==> src/hdl/kpm_params.svh <==
// Summary of operation
// - Host link and alpha keyboard line both run asynchronous serial at 9600 baud.
// - Send data on music key down/up, alpha key, fader, switch or pedal change.
// - Each keystroke becomes a three-byte packet: keyboard, key, direction, velocity.
// - Velocity comes from timing key contact travel from first to second busbar.
// - After reset the 12-character display shows a local power-on message.
// - Characters received from the host are placed on the display.
// - Controls are sampled as eight-bit values; send only when a value changes.
// - Alpha characters are tagged, queued and sent only when no music data waits.
`ifndef KPM_PARAMS_SVH
`define KPM_PARAMS_SVH

// ****************************************
// Timing
// ****************************************
`define KPM_CLK_MHZ          40
`define KPM_BAUD             9600
`define KPM_OVS              16
`define KPM_OVS_DIV          ((`KPM_CLK_MHZ * 1000000) / (`KPM_BAUD * `KPM_OVS))
`define KPM_VEL_TICK_US      10
`define KPM_VEL_TICK_CYC     (`KPM_VEL_TICK_US * `KPM_CLK_MHZ)
`define KPM_SMP_PERIOD_US    1000
`define KPM_SMP_PERIOD_CYC   (`KPM_SMP_PERIOD_US * `KPM_CLK_MHZ)

// ****************************************
// Sizes
// ****************************************
`define KPM_NKEYS            73
`define KPM_NCTRL            8
`define KPM_DISP_LEN         12
`define KPM_AQ_DEPTH         8

// ****************************************
// Packet layout and characters
// ****************************************
`define KPM_TAG_KEY          3'h4
`define KPM_TAG_CTRL         3'h5
`define KPM_TAG_ALPHA        3'h6
`define KPM_VEL_MAX          8'hFF
`define KPM_CHAR_CR          8'h0D
`define KPM_DISP_BLANK       96'h202020202020202020202020
`define KPM_PWR_MSG          96'h504F574552204F4E20202020
`define KPM_TX_IDLE_SH       10'h3FF

`endif

==> src/hdl/kpm_pkg.sv <==
package kpm_pkg;
  typedef enum logic [1:0] {RX_IDLE, RX_START, RX_DATA, RX_STOP} kpm_rx_t;
  typedef enum logic       {SQ_IDLE, SQ_SEND} kpm_seq_t;
endpackage : kpm_pkg

==> src/hdl/kpm_merger.sv <==
`timescale 1ns/10ps
`include "kpm_params.svh"
module kpm_merger
  import kpm_pkg::*;
#(
  parameter int SMP_PERIOD_CYC = `KPM_SMP_PERIOD_CYC
)(
  // Clock and reset
  input  wire logic                        clk,
  input  wire logic                        nrst,
  // Keyboard identity
  input  wire logic [3:0]                  kbd_num,
  // Key contacts: at rest on first busbar, fully down on second
  input  wire logic [`KPM_NKEYS-1:0]       key_b1,
  input  wire logic [`KPM_NKEYS-1:0]       key_b2,
  // Digitised faders, switches, pedals
  input  wire logic [8*`KPM_NCTRL-1:0]     ctrl_val,
  // Host link
  input  wire logic                        host_rxd,
  output logic                             host_txd,
  // Alpha keyboard line
  input  wire logic                        alpha_rxd,
  // Display, character 0 in the top byte
  output logic [8*`KPM_DISP_LEN-1:0]       disp_chars
);
  localparam int OVS_DIV = `KPM_OVS_DIV;
  localparam int VEL_CYC = `KPM_VEL_TICK_CYC;

  // ****************************************
  // Rate dividers
  // ****************************************
  logic [8:0]  ovs_cnt_ff, nxt_ovs_cnt;
  logic [8:0]  vel_cnt_ff, nxt_vel_cnt;
  logic [15:0] smp_cnt_ff, nxt_smp_cnt;
  logic        ovs_tick, vel_tick, smp_tick;

  assign ovs_tick = (ovs_cnt_ff == 9'(OVS_DIV - 1));
  assign vel_tick = (vel_cnt_ff == 9'(VEL_CYC - 1));
  assign smp_tick = (smp_cnt_ff == 16'(SMP_PERIOD_CYC - 1));

  always_comb begin
    nxt_ovs_cnt = ovs_tick ? 9'h000 : ovs_cnt_ff + 9'h001;
    nxt_vel_cnt = vel_tick ? 9'h000 : vel_cnt_ff + 9'h001;
    nxt_smp_cnt = smp_tick ? 16'h0000 : smp_cnt_ff + 16'h0001;
  end

  always_ff @(posedge clk or negedge nrst) begin
    if (!nrst) begin
      ovs_cnt_ff <= 9'h000;
      vel_cnt_ff <= 9'h000;
      smp_cnt_ff <= 16'h0000;
    end else begin
      ovs_cnt_ff <= nxt_ovs_cnt;
      vel_cnt_ff <= nxt_vel_cnt;
      smp_cnt_ff <= nxt_smp_cnt;
    end
  end

  // ****************************************
  // Serial ports
  // ****************************************
  logic       tx_valid, tx_ready, host_rx_valid, alpha_rx_valid;
  logic [7:0] tx_data, host_rx_data, alpha_rx_data;

  kpm_uart u_host (
    .clk(clk), .nrst(nrst), .tick(ovs_tick),
    .tx_valid(tx_valid), .tx_data(tx_data), .tx_ready(tx_ready), .txd(host_txd),
    .rxd(host_rxd), .rx_valid(host_rx_valid), .rx_data(host_rx_data)
  );

  kpm_uart u_alpha (
    .clk(clk), .nrst(nrst), .tick(ovs_tick),
    .tx_valid(1'b0), .tx_data(8'h00), .tx_ready(), .txd(),
    .rxd(alpha_rxd), .rx_valid(alpha_rx_valid), .rx_data(alpha_rx_data)
  );

  // ****************************************
  // Key events and velocity timing
  // ****************************************
  logic [`KPM_NKEYS-1:0]   key_pend, key_dir, key_clr;
  logic [8*`KPM_NKEYS-1:0] key_vel;

  for (genvar gi = 0; gi < `KPM_NKEYS; gi++) begin : g_key
    logic       b2_ff,   nxt_b2;
    logic [7:0] cnt_ff,  nxt_cnt;
    logic       pend_ff, nxt_pend;
    logic       dir_ff,  nxt_dir;
    logic [7:0] vel_ff,  nxt_vel;
    always_comb begin
      nxt_b2   = key_b2[gi];
      nxt_cnt  = cnt_ff;
      nxt_pend = pend_ff;
      nxt_dir  = dir_ff;
      nxt_vel  = vel_ff;
      if (key_b1[gi]) begin
        nxt_cnt = 8'h00;
      end else if (!key_b2[gi] && vel_tick && cnt_ff != `KPM_VEL_MAX) begin
        nxt_cnt = cnt_ff + 8'h01;
      end
      if (key_clr[gi]) begin
        nxt_pend = 1'b0;
      end
      if (key_b2[gi] != b2_ff) begin
        nxt_pend = 1'b1;
        nxt_dir  = key_b2[gi];
        nxt_vel  = key_b2[gi] ? `KPM_VEL_MAX - cnt_ff : 8'h00;
      end
    end
    always_ff @(posedge clk or negedge nrst) begin
      if (!nrst) begin
        b2_ff   <= 1'b0;
        cnt_ff  <= 8'h00;
        pend_ff <= 1'b0;
        dir_ff  <= 1'b0;
        vel_ff  <= 8'h00;
      end else begin
        b2_ff   <= nxt_b2;
        cnt_ff  <= nxt_cnt;
        pend_ff <= nxt_pend;
        dir_ff  <= nxt_dir;
        vel_ff  <= nxt_vel;
      end
    end
    assign key_pend[gi]       = pend_ff;
    assign key_dir[gi]        = dir_ff;
    assign key_vel[gi*8 +: 8] = vel_ff;
  end

  // ****************************************
  // Control change detection
  // ****************************************
  logic [`KPM_NCTRL-1:0]   ctrl_pend, ctrl_clr;
  logic [8*`KPM_NCTRL-1:0] ctrl_last;

  for (genvar gc = 0; gc < `KPM_NCTRL; gc++) begin : g_ctrl
    logic [7:0] prev_ff, nxt_prev;
    logic       pend_ff, nxt_pend;
    always_comb begin
      nxt_prev = prev_ff;
      nxt_pend = pend_ff;
      if (ctrl_clr[gc]) begin
        nxt_pend = 1'b0;
      end
      if (smp_tick && ctrl_val[gc*8 +: 8] != prev_ff) begin
        nxt_prev = ctrl_val[gc*8 +: 8];
        nxt_pend = 1'b1;
      end
    end
    always_ff @(posedge clk or negedge nrst) begin
      if (!nrst) begin
        prev_ff <= 8'h00;
        pend_ff <= 1'b0;
      end else begin
        prev_ff <= nxt_prev;
        pend_ff <= nxt_pend;
      end
    end
    assign ctrl_pend[gc]        = pend_ff;
    assign ctrl_last[gc*8 +: 8] = prev_ff;
  end

  // ****************************************
  // Alpha character queue
  // ****************************************
  logic [7:0] aq_mem_ff [`KPM_AQ_DEPTH];
  logic [3:0] aq_wr_ff, nxt_aq_wr, aq_rd_ff, nxt_aq_rd;
  logic       aq_empty, aq_full, aq_pop;

  assign aq_empty = (aq_wr_ff == aq_rd_ff);
  assign aq_full  = (aq_wr_ff[2:0] == aq_rd_ff[2:0]) && !aq_empty;

  always_comb begin
    nxt_aq_wr = (alpha_rx_valid && !aq_full) ? aq_wr_ff + 4'h1 : aq_wr_ff;
    nxt_aq_rd = aq_pop ? aq_rd_ff + 4'h1 : aq_rd_ff;
  end

  always_ff @(posedge clk or negedge nrst) begin
    if (!nrst) begin
      aq_wr_ff <= 4'h0;
      aq_rd_ff <= 4'h0;
    end else begin
      aq_wr_ff <= nxt_aq_wr;
      aq_rd_ff <= nxt_aq_rd;
    end
  end

  always_ff @(posedge clk) begin
    if (alpha_rx_valid && !aq_full) begin
      aq_mem_ff[aq_wr_ff[2:0]] <= alpha_rx_data;
    end
  end

  // ****************************************
  // Packet sequencer
  // ****************************************
  kpm_seq_t    seq_ff, nxt_seq;
  logic [23:0] pkt_ff, nxt_pkt;
  logic [1:0]  idx_ff, nxt_idx;
  logic        key_any, ctrl_any, tx_fire;
  logic [6:0]  key_sel;
  logic [2:0]  ctrl_sel;

  assign key_any  = |key_pend;
  assign ctrl_any = |ctrl_pend;
  assign tx_valid = (seq_ff == SQ_SEND);
  assign tx_data  = pkt_ff[23 - 8*idx_ff -: 8];
  assign tx_fire  = tx_valid && tx_ready;
  assign aq_pop   = (seq_ff == SQ_IDLE) && !key_any && !ctrl_any && !aq_empty;

  always_comb begin
    key_sel  = 7'h00;
    ctrl_sel = 3'h0;
    for (int i = `KPM_NKEYS - 1; i >= 0; i--) begin
      if (key_pend[i]) begin
        key_sel = 7'(i);
      end
    end
    for (int j = `KPM_NCTRL - 1; j >= 0; j--) begin
      if (ctrl_pend[j]) begin
        ctrl_sel = 3'(j);
      end
    end
  end

  always_comb begin
    nxt_seq  = seq_ff;
    nxt_pkt  = pkt_ff;
    nxt_idx  = idx_ff;
    key_clr  = '0;
    ctrl_clr = '0;
    unique case (seq_ff)
      SQ_IDLE: begin
        nxt_idx = 2'h0;
        if (key_any) begin
          nxt_pkt = {`KPM_TAG_KEY, key_dir[key_sel], kbd_num, 1'b0, key_sel,
                     key_vel[key_sel*8 +: 8]};
          key_clr[key_sel] = 1'b1;
          nxt_seq = SQ_SEND;
        end else if (ctrl_any) begin
          nxt_pkt = {`KPM_TAG_CTRL, 2'h0, ctrl_sel, ctrl_last[ctrl_sel*8 +: 8], 8'h00};
          ctrl_clr[ctrl_sel] = 1'b1;
          nxt_seq = SQ_SEND;
        end else if (!aq_empty) begin
          nxt_pkt = {`KPM_TAG_ALPHA, 5'h00, aq_mem_ff[aq_rd_ff[2:0]], 8'h00};
          nxt_seq = SQ_SEND;
        end
      end
      SQ_SEND: begin
        if (tx_fire) begin
          nxt_idx = idx_ff + 2'h1;
          if (idx_ff == 2'h2) begin
            nxt_seq = SQ_IDLE;
          end
        end
      end
    endcase
  end

  always_ff @(posedge clk or negedge nrst) begin
    if (!nrst) begin
      seq_ff <= SQ_IDLE;
      pkt_ff <= 24'h000000;
      idx_ff <= 2'h0;
    end else begin
      seq_ff <= nxt_seq;
      pkt_ff <= nxt_pkt;
      idx_ff <= nxt_idx;
    end
  end

  // ****************************************
  // Message display
  // ****************************************
  logic [8*`KPM_DISP_LEN-1:0] disp_ff, nxt_disp;
  logic [3:0]                 pos_ff, nxt_pos;
  logic                       seen_ff, nxt_seen;

  assign disp_chars = disp_ff;

  always_comb begin
    nxt_disp = disp_ff;
    nxt_pos  = pos_ff;
    nxt_seen = seen_ff || host_rx_valid;
    if (host_rx_valid) begin
      if (host_rx_data == `KPM_CHAR_CR) begin
        nxt_disp = `KPM_DISP_BLANK;
        nxt_pos  = 4'h0;
      end else if (pos_ff < 4'(`KPM_DISP_LEN)) begin
        nxt_disp[(`KPM_DISP_LEN - 1 - pos_ff)*8 +: 8] = host_rx_data;
        nxt_pos = pos_ff + 4'h1;
      end
    end
  end

  always_ff @(posedge clk or negedge nrst) begin
    if (!nrst) begin
      disp_ff <= `KPM_PWR_MSG;
      pos_ff  <= 4'h0;
      seen_ff <= 1'b0;
    end else begin
      disp_ff <= nxt_disp;
      pos_ff  <= nxt_pos;
      seen_ff <= nxt_seen;
    end
  end
endmodule : kpm_merger

==> src/hdl/kpm_uart.sv <==
`timescale 1ns/10ps
`include "kpm_params.svh"
module kpm_uart
  import kpm_pkg::*;
(
  // Clock and reset
  input  wire logic       clk,
  input  wire logic       nrst,
  // Oversample enable
  input  wire logic       tick,
  // Transmit side
  input  wire logic       tx_valid,
  input  wire logic [7:0] tx_data,
  output logic            tx_ready,
  output logic            txd,
  // Receive side
  input  wire logic       rxd,
  output logic            rx_valid,
  output logic [7:0]      rx_data
);
  logic          tx_busy_ff, nxt_tx_busy;
  logic [9:0]    tx_sh_ff,   nxt_tx_sh;
  logic [3:0]    tx_bit_ff,  nxt_tx_bit;
  logic [3:0]    tx_ph_ff,   nxt_tx_ph;
  kpm_rx_t       rx_st_ff,   nxt_rx_st;
  logic [3:0]    rx_ph_ff,   nxt_rx_ph;
  logic [2:0]    rx_bit_ff,  nxt_rx_bit;
  logic [7:0]    rx_sh_ff,   nxt_rx_sh;
  logic [7:0]    rx_data_ff, nxt_rx_data;
  logic          rx_vld_ff,  nxt_rx_vld;

  // Loads only on an oversample tick so every bit, start included, is 16 ticks long;
  // the next byte may load on the tick that ends the stop bit, keeping bytes back to back
  assign tx_ready = tick && (!tx_busy_ff || (tx_ph_ff == 4'hF && tx_bit_ff == 4'h9));
  assign txd      = tx_sh_ff[0];
  assign rx_valid = rx_vld_ff;
  assign rx_data  = rx_data_ff;

  // ****************************************
  // Transmitter: start, 8 data LSB first, stop
  // ****************************************
  always_comb begin
    nxt_tx_busy = tx_busy_ff;
    nxt_tx_sh   = tx_sh_ff;
    nxt_tx_bit  = tx_bit_ff;
    nxt_tx_ph   = tx_ph_ff;
    if (tx_ready && tx_valid) begin
      nxt_tx_busy = 1'b1;
      nxt_tx_sh   = {1'b1, tx_data, 1'b0};
      nxt_tx_bit  = 4'h0;
      nxt_tx_ph   = 4'h0;
    end else if (tx_busy_ff && tick) begin
      nxt_tx_ph = tx_ph_ff + 4'h1;
      if (tx_ph_ff == 4'hF) begin
        nxt_tx_sh  = {1'b1, tx_sh_ff[9:1]};
        nxt_tx_bit = tx_bit_ff + 4'h1;
        if (tx_bit_ff == 4'h9) begin
          nxt_tx_busy = 1'b0;
        end
      end
    end
  end

  // ****************************************
  // Receiver: mid-bit sampling
  // ****************************************
  always_comb begin
    nxt_rx_st   = rx_st_ff;
    nxt_rx_ph   = rx_ph_ff;
    nxt_rx_bit  = rx_bit_ff;
    nxt_rx_sh   = rx_sh_ff;
    nxt_rx_data = rx_data_ff;
    nxt_rx_vld  = 1'b0;
    unique case (rx_st_ff)
      RX_IDLE: begin
        nxt_rx_ph = 4'h0;
        if (!rxd) begin
          nxt_rx_st = RX_START;
        end
      end
      RX_START: begin
        if (tick) begin
          nxt_rx_ph = rx_ph_ff + 4'h1;
          if (rx_ph_ff == 4'h7) begin
            nxt_rx_ph  = 4'h0;
            nxt_rx_bit = 3'h0;
            nxt_rx_st  = rxd ? RX_IDLE : RX_DATA;
          end
        end
      end
      RX_DATA: begin
        if (tick) begin
          nxt_rx_ph = rx_ph_ff + 4'h1;
          if (rx_ph_ff == 4'hF) begin
            nxt_rx_sh  = {rxd, rx_sh_ff[7:1]};
            nxt_rx_bit = rx_bit_ff + 3'h1;
            if (rx_bit_ff == 3'h7) begin
              nxt_rx_st = RX_STOP;
            end
          end
        end
      end
      RX_STOP: begin
        if (tick) begin
          nxt_rx_ph = rx_ph_ff + 4'h1;
          if (rx_ph_ff == 4'hF) begin
            nxt_rx_st = RX_IDLE;
            if (rxd) begin
              nxt_rx_data = rx_sh_ff;
              nxt_rx_vld  = 1'b1;
            end
          end
        end
      end
    endcase
  end

  always_ff @(posedge clk or negedge nrst) begin
    if (!nrst) begin
      tx_busy_ff <= 1'b0;
      tx_sh_ff   <= `KPM_TX_IDLE_SH;
      tx_bit_ff  <= 4'h0;
      tx_ph_ff   <= 4'h0;
      rx_st_ff   <= RX_IDLE;
      rx_ph_ff   <= 4'h0;
      rx_bit_ff  <= 3'h0;
      rx_sh_ff   <= 8'h00;
      rx_data_ff <= 8'h00;
      rx_vld_ff  <= 1'b0;
    end else begin
      tx_busy_ff <= nxt_tx_busy;
      tx_sh_ff   <= nxt_tx_sh;
      tx_bit_ff  <= nxt_tx_bit;
      tx_ph_ff   <= nxt_tx_ph;
      rx_st_ff   <= nxt_rx_st;
      rx_ph_ff   <= nxt_rx_ph;
      rx_bit_ff  <= nxt_rx_bit;
      rx_sh_ff   <= nxt_rx_sh;
      rx_data_ff <= nxt_rx_data;
      rx_vld_ff  <= nxt_rx_vld;
    end
  end
endmodule : kpm_uart
==> config.mk <==
export PLATFORM = sky130hd
export DESIGN_NAME = kpm_merger
export DESIGN_NICKNAME = d
export VERILOG_FILES = /design/src/hdl/kpm_pkg.sv /design/src/hdl/kpm_merger.sv /design/src/hdl/kpm_uart.sv
export VERILOG_INCLUDE_DIRS = /design/src /design/src/hdl
export SDC_FILE = /design/constraint.sdc
export NUM_CORES = 2
export LEC_CHECK = 0
export BUFFER_PORTS_ARGS = -buffer_cell sky130_fd_sc_hd__buf_2
export CAP_MARGIN = 20
export CORE_MARGIN = 1.5
export CORE_UTILIZATION = 65
export CTS_CLUSTER_SIZE = 10
export DETAILED_ROUTE_END_ITERATION = 8
export PLACE_DENSITY = 0.92
export SLEW_MARGIN = 20
export SYNTH_ARGS = -nofsm -noshare
export SYNTH_HDL_FRONTEND = slang
export SYNTH_SLANG_ARGS = --single-unit
==> constraint.sdc <==
create_clock -name clk -period 6.7 [get_ports clk]
set_input_delay 0.335 -clock clk [delete_from_list [all_inputs] [get_ports clk]]
set_output_delay 0.335 -clock clk [all_outputs]
set_load 0.005 [all_outputs]
==> results_tabular.tex <==
\begin{tabular}{lr}
\hline
Metric & Value \\
\hline
\multicolumn{2}{l}{\textbf{Floorplan}} \\
Die Footprint & between 100000 and 150000 sq um \\
Total I/O pin count & approximately 320 \\
Initial standard-cell utilization of the core & approximately 65\% \\
Site Rows & 127 \\
Core outline area & $\sim$120000 sq um \\
Horizontal die dimension & approximately 350 um \\
Die boundary height & roughly 350 um \\
\multicolumn{2}{l}{\textbf{Clocking}} \\
Clock insertion delay at the later pin of the skew report & approximately 870 ps \\
TritonCTS clock tree & done \\
Buffers inserted by post-CTS timing repair & 0 \\
Clock slew seen by the registers of the worst setup and hold paths & about 60 ps \\
Cell at the root of the clock tree & clkbuf\_16 \\
Total number of clock tree sinks & about 1800 \\
H-tree level count & 4 \\
CTS Buffer Depth & 3 \\
Number of buffers added by the clock tree synthesis step & $\sim$200 \\
\multicolumn{2}{l}{\textbf{Yosys}} \\
Synthesized cell area & between 70000 and 80000 sq um \\
Synthesized area per cell & between 10 and 15 sq um \\
Post-Synthesis Cells & roughly 7800 \\
Share of the yosys chip area belonging to registers & 56.6\% \\
Number of unique standard cell types used by synthesis & 94 \\
YS warnings & 0 \\
Net Count, Synth & just over 8000 \\
Async SR Flop Fraction & 96.4\% \\
Number of flops mapped to enable cells by yosys & 64 \\
Most instantiated flip-flop cell in the synthesis netlist & dfrtp\_1 \\
Number of synthesized register bits & 1762 \\
\multicolumn{2}{l}{\textbf{Routing}} \\
Wire length reported by the detailed router & 259 mm \\
Top routing layer used & met5 \\
Remaining routing DRC violations & 0 \\
Vias/cell & about 6.8 \\
Wire per inst & roughly 26 um \\
Met3 layer wire length in the routed design & between 30 and 40 mm \\
First drt pass iteration count & 9 \\
Detailed-routing wirelength on met1 & between 80 and 90 mm \\
Total number of vias & 68100 \\
Met2 routed wirelength & between 100 and 150 mm \\
Antenna Violating Nets Remaining & 0 \\
1st-iter DRT viols & 9433 \\
\multicolumn{2}{l}{\textbf{Power and ir drop}} \\
Net switching component of the power & 5.92 mW \\
Part of the total power dissipated in the clock network & between 40 and 50\% \\
Leakage dissipation & $\sim$39 nW \\
Sequential Power Share & between 50\% and 60\% \\
Switch share & between 20 and 30\% \\
Part of the power in combinational logic & under 10\% \\
Cell-internal power & about 17 mW \\
Worst vdd rail ir drop & between 0.0002 and 0.0003 V \\
Total power per unit cell area & between 200 and 300 nW/um\^{}2 \\
\multicolumn{2}{l}{\textbf{Run status}} \\
Result of the run & complete, no violations \\
\multicolumn{2}{l}{\textbf{Worst setup path}} \\
Kind of end point of the critical path & register \\
Kind of cell adding the most delay to the critical path & simple AND/OR/NAND/NOR gates \\
Endpoint arrival time on the critical path & 6070 ps \\
Highest cell delay on the worst timing path & between 1000 and 1500 ps \\
Crit-path cells & nor4\_1 > o41ai\_1 > a21o\_1 > o22ai\_2 > buf\_4 > nand3b\_1 > nor2\_4 > buf\_12 > a31oi\_1 > o221ai\_1 > a211oi\_1 > nor4\_1 > o31ai\_1 \\
Cell at the slowest stage of the critical path & nor4\_1 \\
Worst-path fanout max & 36 \\
Required time at the worst-slack endpoint & between 7000 and 8000 ps \\
Crit path launch type & register \\
Critical path class & reg2reg \\
Buf+Inv Stages, Crit Path & 2 \\
Critical path's most frequent cell & nor4\_1 \\
\multicolumn{2}{l}{\textbf{Timing}} \\
Final period demand of the worst path & 5380 ps \\
Final hold violation count & 0 \\
Least-Margin Pin Slew & about 1200 ps \\
Final setup violation count & 0 \\
Setup TNS & 0 ps \\
Worst relative slew slack & roughly 16\% \\
Final worst clock skew & between 50 and 60 ps \\
Share of the clock period used by the worst path after layout & about four fifths \\
Fin. max-slew vios & 0 \\
Final setup margin & between 1000 and 1500 ps \\
Setup repair after global routing missed its margin & false \\
Peak Freq & approximately 190 MHz \\
\multicolumn{2}{l}{\textbf{Place}} \\
Routability cong. & 1.06 \\
Number of buffer cells added on primary ports & $\sim$310 \\
Number of placed cells counting well taps & between 9000 and 10000 \\
Worst Setup Slack post-DPL & 1850 ps \\
Detailed Place HPWL & roughly 170 mm \\
\multicolumn{2}{l}{\textbf{Cells and area}} \\
Core Util, Final & approximately 75\% \\
Share of final-layout standard cells stronger than drive strength 1 & approximately 9.8\% \\
Top library cells by usage in the layout, fill and taps aside & dfrtp\_1, nand2\_1, o21ai\_0 \\
Number of non-filler instances in the completed layout & just over 10000 \\
Layout net count & approximately 8700 \\
Number of inserted filler cells in the final layout & between 7000 and 8000 \\
Most common cell after layout, fill and taps aside & dfrtp\_1 \\
Area overhead of the layout relative to synthesis & 14.3\% \\
\multicolumn{2}{l}{\textbf{Min path}} \\
Class of the worst hold path & in2async \\
\multicolumn{2}{l}{\textbf{Run}} \\
Max-cap viol count & 0 \\
\multicolumn{2}{l}{\textbf{GRT}} \\
Remaining global-route overflow & 0 \\
Vias in the first global route & approximately 68000 \\
Antenna violations before repair & 18 \\
First-pass GRT wire length & 395 mm \\
Pin count of the biggest net entering global routing & 180 \\
Total routing resource utilization after global routing & 42.2\% \\
\hline
\end{tabular}
-- power by group through the flow --
stage	Clock, mW	Sequential, mW	Combinational [mW]
after floorplan	0	11.6	0.682
after global placement	0	11.9	1.22
after detailed placement	0	11.9	1.30
after CTS	9.72	11.7	1.44
after global routing	10.2	11.8	1.64
final	9.74	11.8	1.50
-- stage by stage --
| step | total power, mW | cell area (sq um) | hold slack, ps |
|---|---|---|---|
| finish | 23.0 | 89800 | 78.5 |
| global route | 23.6 | 89800 | 158 |
| CTS | 22.9 | 89600 | 103 |
| detailed placement | 13.2 | 82000 | 386 |
| global placement | 13.1 | 82000 | 410 |
| floorplan | 12.3 | 78600 | 39.4 |
-- path summary, 6_finish.rpt --
| path | start | to | slack (ps) | cells after the start |
|---|---|---|---|---|
| setup reg to reg | g_key[32].pend_ff | pkt_ff[3] | 1320 | 13 |
| setup / recovery | g_key[32].pend_ff | pkt_ff[3] | 1320 | 13 |
| min in group clk | key_b2[62] | g_key[62].b2_ff | 200 | 2 |
| max in group asynchronous | nrst | g_key[68].cnt_ff[6] | 4660 | 4 |
| hold reg to reg | u_host.tx_sh_ff[8] | u_host.tx_sh_ff[8] | 470 | 2 |
| hold / removal | nrst | smp_cnt_ff[9] | 80 | 2 |
-- worst register-to-register path: stages (launching register included) --
cell	delay (ps)
dfrtp_1	390
nor4_1	730
o41ai_1	260
a21o_1	250
o22ai_2	130
buf_4	360
nand3b_1	370
nor2_4	890
buf_12	320
a31oi_1	170
o221ai_1	100
a211oi_1	80
nor4_1	1040
o31ai_1	110
-- logic make-up after synthesis --
family                     synth area share (%)
muxes                                      3.89
and+or+nand+nor                            17.3
buffers and inverters                      1.86
xor gates and xnor gates                   6.50
DFF                                        56.6
AOI/OAI and AO/OA                          12.3
adders and majority gates                  1.59
-- cell type report --
cell class,count,area [sq um],area share (%)
clock inverters,15,250,0.279
multi-input cells,5669,32900,36.6
diodes,19,47.5,0.0530
clock buffers,255,5230,5.82
repair buffers,607,4450,4.96
well taps,1612,2020,2.25
flip-flops and latches,1762,44500,49.5
inverters,125,469,0.523
-- registers in the layout, summed over array words and instances (netlist names), 16 cells and up, named ones only --
register and cells:
g_key.cnt_ff 584, g_key.vel_ff 584, disp_chars 96, g_key.b2_ff 73, g_key.dir_ff 73, g_key.pend_ff 73
aq_mem_ff 64, g_ctrl.prev_ff 64, pkt_ff 24, smp_cnt_ff 16
-- routing by layer --
metal / global-route usage [%] / up-vias
li1: - / 28400
met3: 14.7 / 1522
met4: 31.3 / 20
met5: 0.314 / -
met2: 64.7 / 4927
met1: 49.3 / 33200
-- cells in the mapped netlist, drive strengths merged, types with 81 or more instances --
library cell	instances	area (sq um)
a21oi	230	1150
and3	122	763
buf	145	684
clkbuf	81	304
dfrtp	1657	41500
ha	98	1230
inv	123	462
mux2	96	1080
mux2i	161	1610
nand2	1479	5550
nand3	196	981
nand4	190	1190
nor2	701	2640
nor3	110	561
o21ai	956	4780
or3	124	776
xnor2	203	1780
xor2	380	3330
-- timing repair --
item / CTS / global route
hold buffers: 217 / 0
resized for setup: 0 / 0
endpoints found under the hold margin: 1349 / 0
Power figures use the tool's default switching activity.
